`config.mk`:
```
export PLATFORM = sky130hd
export DESIGN_NAME = battery_protect_config_store
export DESIGN_NICKNAME = d
export VERILOG_FILES = /design/src/design/prot_cfg_pkg.sv /design/src/design/battery_protect_config_store.sv
export SDC_FILE = /design/constraint.sdc
export NUM_CORES = 1
export LEC_CHECK = 0
export BUFFER_PORTS_ARGS = -buffer_cell sky130_fd_sc_hd__buf_2
export CORE_MARGIN = 10
export CORE_UTILIZATION = 56
export CTS_CLUSTER_SIZE = 25
export DETAILED_ROUTE_END_ITERATION = 10
export GPL_TIMING_DRIVEN = 0
export PLACE_DENSITY = 0.84
export SYNTH_ARGS = -nofsm -noshare
export SYNTH_HDL_FRONTEND = slang
export SYNTH_SLANG_ARGS = --single-unit
```
`constraint.sdc`:
```
create_clock -name sys_clk -period 6.3 [get_ports sys_clk]
set_input_delay 1.26 -clock sys_clk [delete_from_list [all_inputs] [get_ports sys_clk]]
set_output_delay 1.26 -clock sys_clk [all_outputs]
set_load 0.01 [all_outputs]
```
`src/design/prot_cfg_pkg.sv`:
```
// Constants of the protection setup store: field layout, defaults, codes.
// Assumes a decoded command stream from the serial front end.
package prot_cfg_pkg;
   localparam int OV_LSB      = 14;
   localparam int UV_LSB      = 12;
   localparam int OC_LSB      = 10;
   localparam int LC_LSB      = 8;
   localparam int CELL_BIT    = 7;
   localparam int BLOCK_BIT   = 6;
   localparam int CHG_SW_BIT  = 10;
   localparam int DIS_SW_BIT  = 11;
   localparam int STAT_B2     = 2;
   localparam logic [15:0] DEF_4CELL = 16'h33C0;
   localparam logic [15:0] DEF_3CELL = 16'h0340;
   localparam logic [15:0] CTRL_RST  = 16'h0000;
   localparam logic [15:0] OWN_MASK  = 16'hFFC0;
   // Thresholds in millivolts
   localparam logic [15:0] OV_MV [4] = '{16'h1068, 16'h109A, 16'h10CC, 16'h10FE};
   localparam logic [15:0] UV4_MV0   = 16'h079E;
   localparam logic [15:0] UV3_MV0   = 16'h08CA;
   localparam logic [15:0] UV_STEP   = 16'h0064;
   localparam logic [15:0] OC_MV0    = 16'h004B;
   localparam logic [15:0] OC_STEP   = 16'h0019;
   localparam logic [15:0] LC_MV0    = 16'h01F4;
   localparam logic [15:0] LC_STEP   = 16'h012C;
   localparam int STORE_US = 5000;
   localparam int CLK_MHZ  = 40;
   localparam int STORE_CYC = STORE_US * CLK_MHZ;
endpackage

```
`src/design/battery_protect_config_store.sv`:
```
// Setup word store with shadow copy, control word and wake sequencing.
// Commands arrive as one-cycle decoded strobes from the serial engine.
`timescale 1ns/1ps
module battery_protect_config_store #(
   parameter bit FOUR_CELL = 1'b1,
   parameter int STORE_CYCLES = prot_cfg_pkg::STORE_CYC
) (
   input  wire logic        sys_clk,
   input  wire logic        rst,
   input  wire logic        wake_supply_level,
   input  wire logic        sleep_req,
   input  wire logic        setup_word_write_cmd,
   input  wire logic        control_word_write_cmd,
   input  wire logic        write_enable_cmd,
   input  wire logic        array_write_cmd,
   input  wire logic [15:0] wr_data,
   input  wire logic        low_cell_flag,
   input  wire logic        overcharge_flag,
   output logic             awake,
   output logic [15:0]      protection_setup_word,
   output logic [15:0]      control_word,
   output logic             charge_switch_ctrl,
   output logic             discharge_switch_ctrl,
   output logic             store_busy,
   output logic             status_bit2,
   output logic [15:0]      overcharge_mv,
   output logic [15:0]      undervoltage_mv,
   output logic [15:0]      overcurrent_mv,
   output logic [15:0]      low_cell_mv,
   output logic             low_cell_block_on,
   output logic             four_cells
);
   initial
   begin
      if (STORE_CYCLES < 1)
         $error("STORE_CYCLES must be at least one");
   end

   typedef enum logic [1:0] {
      ST_SLEEP = 2'b00,
      ST_RUN   = 2'b01,
      ST_STORE = 2'b10
   } state_t;

   state_t      state_q;
   state_t      state_d;
   logic [15:0] shadow_q;
   logic [15:0] sram_q;
   logic [15:0] ctrl_q;
   logic        write_enable_cmd_q;
   logic [31:0] cnt_q;
   logic        boot_q;

   wire logic [15:0] factory_def = FOUR_CELL ? prot_cfg_pkg::DEF_4CELL
                                             : prot_cfg_pkg::DEF_3CELL;
   wire logic run_mode   = (state_q != ST_SLEEP);
   wire logic wake_now   = (state_q == ST_SLEEP) && wake_supply_level;
   wire logic start_store = (state_q == ST_RUN) && array_write_cmd && write_enable_cmd_q;
   wire logic store_done  = (state_q == ST_STORE) && (cnt_q == 32'h0000_0000);

   always_comb
   begin
      state_d = state_q;
      case (state_q)
         ST_SLEEP:
         begin
            if (wake_now)
               state_d = ST_RUN;
         end
         ST_RUN:
         begin
            if (start_store)
               state_d = ST_STORE;
            else if (sleep_req)
               state_d = ST_SLEEP;
         end
         ST_STORE:
         begin
            if (store_done)
               state_d = ST_RUN;
         end
         default:
            state_d = ST_SLEEP;
      endcase
   end

   always_ff @(posedge sys_clk)
   begin
      if (rst)
         state_q <= ST_SLEEP;
      else
         state_q <= state_d;
   end

   // Factory value loads shadow once after reset
   always_ff @(posedge sys_clk)
   begin
      if (rst)
         boot_q <= 1'b1;
      else
         boot_q <= 1'b0;
   end

   // Factory default; shadow store; no array path
   always_ff @(posedge sys_clk)
   begin
      if (boot_q)
         shadow_q <= factory_def;
      else if (start_store)
         shadow_q <= sram_q;
   end

   // Recall on wake; setup write to copy only; hold
   always_ff @(posedge sys_clk)
   begin
      if (rst)
         sram_q <= 16'h0000;
      else if (boot_q || wake_now)
         sram_q <= boot_q ? factory_def : shadow_q;
      else if (state_q == ST_RUN && setup_word_write_cmd && !start_store)
         sram_q <= wr_data & prot_cfg_pkg::OWN_MASK;
   end

   // Control cleared at wake
   // Also cleared on the edge that enters sleep, so switches drop at once
   always_ff @(posedge sys_clk)
   begin
      if (rst || wake_now || !run_mode || state_d == ST_SLEEP)
         ctrl_q <= prot_cfg_pkg::CTRL_RST;
      else if (control_word_write_cmd)
         ctrl_q <= wr_data;
   end

   always_ff @(posedge sys_clk)
   begin
      if (rst || !run_mode || start_store)
         write_enable_cmd_q <= 1'b0;
      else if (write_enable_cmd)
         write_enable_cmd_q <= 1'b1;
   end

   always_ff @(posedge sys_clk)
   begin
      if (rst)
         cnt_q <= 32'h0000_0000;
      else if (start_store)
         cnt_q <= 32'(STORE_CYCLES - 1);
      else if (state_q == ST_STORE && cnt_q != 32'h0000_0000)
         cnt_q <= cnt_q - 32'h0000_0001;
   end

   wire logic [1:0] ov_code = sram_q[prot_cfg_pkg::OV_LSB +: 2];
   wire logic [1:0] uv_code = sram_q[prot_cfg_pkg::UV_LSB +: 2];
   wire logic [1:0] oc_code = sram_q[prot_cfg_pkg::OC_LSB +: 2];
   wire logic [1:0] lc_code = sram_q[prot_cfg_pkg::LC_LSB +: 2];

   function automatic logic [15:0] step_mv(input logic [15:0] base,
                                            input logic [15:0] step,
                                            input logic [1:0]  code);
      step_mv = base + step * {14'h0000, code};
   endfunction

   assign awake                 = run_mode;
   assign protection_setup_word = sram_q;
   assign control_word          = ctrl_q;
   assign charge_switch_ctrl    = ctrl_q[prot_cfg_pkg::CHG_SW_BIT];
   assign discharge_switch_ctrl = ctrl_q[prot_cfg_pkg::DIS_SW_BIT];
   assign store_busy            = (state_q == ST_STORE);
   assign overcharge_mv   = prot_cfg_pkg::OV_MV[ov_code];
   assign undervoltage_mv = step_mv(FOUR_CELL ? prot_cfg_pkg::UV4_MV0
                                              : prot_cfg_pkg::UV3_MV0,
                                    prot_cfg_pkg::UV_STEP, uv_code);
   assign overcurrent_mv  = step_mv(prot_cfg_pkg::OC_MV0, prot_cfg_pkg::OC_STEP, oc_code);
   assign low_cell_mv     = step_mv(prot_cfg_pkg::LC_MV0, prot_cfg_pkg::LC_STEP, lc_code);
   // Block active when bit is zero
   assign low_cell_block_on = ~sram_q[prot_cfg_pkg::BLOCK_BIT];
   assign four_cells = sram_q[prot_cfg_pkg::CELL_BIT];
   assign status_bit2 = overcharge_flag | (low_cell_block_on & low_cell_flag);
endmodule

```
==> impl_metrics.tcl <==
set metrics [dict create \
    grt_pass1_wl_um 18200 \
    netlist.area_leader.share_pct 39.3 \
    max_stage_delay_ns 0.49 \
    drv_cap 0 \
    hold_violations 0 \
    synthFlopType "dfxtp_1" \
    io_pins 129 \
    avgSynthCellArea_sq_um 8.51 \
    vdd_drop_max_mv 0.144 \
    tns_ns 0 \
    place.gp.congestion 0.821 \
    p_total_mw 1.14 \
    drive_above_1_share_pct 26.9 \
    die_h_um 107 \
    max_freq_ghz 0.320 \
    clkSlewWorstSetupHoldPaths_ns 0.09 \
    end_kind "output port" \
    slowest_stage "dfxtp_1" \
    drt_iter0_drc 130 \
    netlist_top_cells_count "dfxtp_1 (84), nand2_1 (51), nor2_1 (46)" \
    worst_slew_pin_slew_ns 0.693 \
    die_w_um 107 \
    grt-ovfl-total 0 \
    ys_types 54 \
    hold_ws_ns 0.464 \
    cellPowerDensity_nw_per_um2 218 \
    cts.hold.buffers_added 0 \
    setup_viol 0 \
    maxSlewHeadroom_pct 53.6 \
    antenna_found_initial 0 \
    fin_crit_sh_pct 49.6 \
    clock_sinks 84 \
    drc 0 \
    final.min_clock_period_ns 3.12 \
    syn_inst 503 \
    grt_max_degree 15 \
    cts_tree "yes" \
    synth_seq_cells 84 \
    hpwl_um 8940 \
    hold_class "flop to flop" \
    viasPerCell 5.36 \
    cp_max_fo 7 \
    grt_usage_pct 19.0 \
    final_antenna_net_count 0 \
    setup_ws_ns 3.18 \
    synth_most_common_cell "dfxtp_1" \
    cts_buffer_depth 2 \
    cts_setup_buffers 0 \
    row_count 31 \
    post-place-ws_ns 3.29 \
    async_flop_share_pct 0 \
    fin_nets 684 \
    wl_um 11300 \
    syn2layout_area_growth_pct 21.7 \
    arrival_ns 1.86 \
    status "finished, final reports clean" \
    criticalPathCategory "flop to output port" \
    start_util_pct 58.4 \
    die_area_sq_um 11500 \
    port_buffers 96 \
    synthTopCellsByArea "dfxtp_1 (39%), buf_4 (7.4%), ha_1 (5.6%)" \
    route.vias.total 3983 \
    cp_cell_sequence "inv_1 > ha_1 > xor2_1 > xnor2_1 > buf_2" \
    leakagePower_nw 2.41 \
    yosys_warnings 0 \
    synth_edf_count 0 \
    clock_latency_ns 0.35 \
    numCtsBuffers 9 \
    rsz0062_at_grt "false" \
    core_sq_um 7330 \
    cts_root_buf "clkbuf_8" \
    wl_per_cell_um 15.2 \
    cts_max_level 3 \
    syn_area_sq_um 4280 \
    grt_pass1_vias 3873 \
    synth_area_leader_cell "dfxtp_1" \
    critPathLaunchType "flop" \
    required_ns 5.04 \
    ys_seq_area_share_pct 39.3 \
    slew_violations 0 \
    fin_util_pct 71.1 \
    dr.pass1.iters 4 \
    insertedDiodeCount 0 \
    fin_worst_skew_ns 0.00948 \
    cts_resized 0 \
]
==> flip-flops by register name, indices dropped and copies added, names as in the netlist <==
name / count
write_enable_cmd_q: 1
shadow_q: 16
state_q: 2
boot_q: 1
protection_setup_word: 16
cnt_q: 32
control_word: 16
==> critical path, delay by kind of cell (launching register included) <==
family,cells,cell delay [ns]
xor+xnor,2,0.32
flops,1,0.49
fa+ha+maj,1,0.38
buf+inv,2,0.33
==> through the flow <==
stage               std cells  area, sq um
finish                    743         5210
global route              743         5210
CTS                       743         5210
detailed placement        727         5000
global placement          727         5000
floorplan                 532         4390
==> path summary, 6_finish.rpt <==
check	startpoint	endpoint	cells after the start	slack (ns)
hold / removal	shadow_q[0]$_SDFFE_PP0P_	shadow_q[0]$_SDFFE_PP0P_	2	0.46
hold reg to reg	shadow_q[0]$_SDFFE_PP0P_	shadow_q[0]$_SDFFE_PP0P_	2	0.46
setup reg to reg	cnt_q[23]$_SDFFE_PP0P_	cnt_q[14]$_SDFFE_PP0P_	8	3.70
setup / recovery	protection_setup_word[10]$_SDFFE_PP0P_	overcurrent_mv[4]	5	3.18
==> area by class of cell <==
cell class,instances,area (sq um)
multi-input combinational,353,2180
fill,604,2120
sequential,84,1680
timing repair buffer,96,480
buffer,71,435
clock buffer,9,124
tap,99,124
clock inverter,7,91.3
inverter,24,90.1
==> cell usage in the layout (no fill, tap or decap), types with 5 or more instances in the layout <==
| cell type | netlist | routed |
|---|---|---|
| a22oi_1 | 6 | 6 |
| mux2i_1 | 17 | 17 |
| clkbuf_1 | 24 | 24 |
| conb_1 | 2 | 31 |
| a31oi_1 | 6 | 6 |
| a311oi_1 | 5 | 5 |
| nor2_1 | 46 | 46 |
| clkbuf_8 | 0 | 9 |
| or3_1 | 13 | 13 |
| o2bb2ai_1 | 6 | 6 |
| a21oi_1 | 36 | 36 |
| buf_2 | 3 | 99 |
| nor3_1 | 7 | 7 |
| dfxtp_1 | 84 | 84 |
| nand3_1 | 7 | 7 |
| a211oi_1 | 6 | 6 |
| or2_2 | 5 | 5 |
| nand2_1 | 51 | 51 |
| ha_1 | 19 | 19 |
| o31ai_1 | 9 | 9 |
| a211o_1 | 5 | 5 |
| o21ai_0 | 12 | 12 |
| inv_1 | 24 | 24 |
| buf_4 | 42 | 42 |
| or4_1 | 10 | 10 |
| nor4_1 | 7 | 7 |
==> routing by layer <==
metal,GRT usage [%],vias to the layer above,share of wire (%),wire (um)
li1,-,1973,-,-
met1,19.8,1846,38,4260
met2,35.1,147,51,5780
met3,6.17,17,9.2,1030
met4,6.20,0,1.9,210
met5,0,-,0,0
==> power by group <==
group          internal (mW)  leakage (nW)  switching (mW)  total [mW]
logic                 0.0745          1.62           0.100       0.175
clock network          0.222         0.109           0.194       0.416
registers              0.539         0.681         0.00922       0.548
==> kinds of logic after synthesis <==
| group | Yosys count | share of synthesized area [%] |
|---|---|---|
| adders and majority gates | 19 | 5.55 |
| and+or+nand+nor | 169 | 19.8 |
| DFF | 84 | 39.3 |
| AOI/OAI and AO/OA | 111 | 17.7 |
| buffers and inverters | 95 | 12.3 |
| xor gates and xnor gates | 6 | 1.23 |
| other | 2 | 0.175 |
| muxes | 17 | 3.97 |
(Power assumes the default switching activity.)
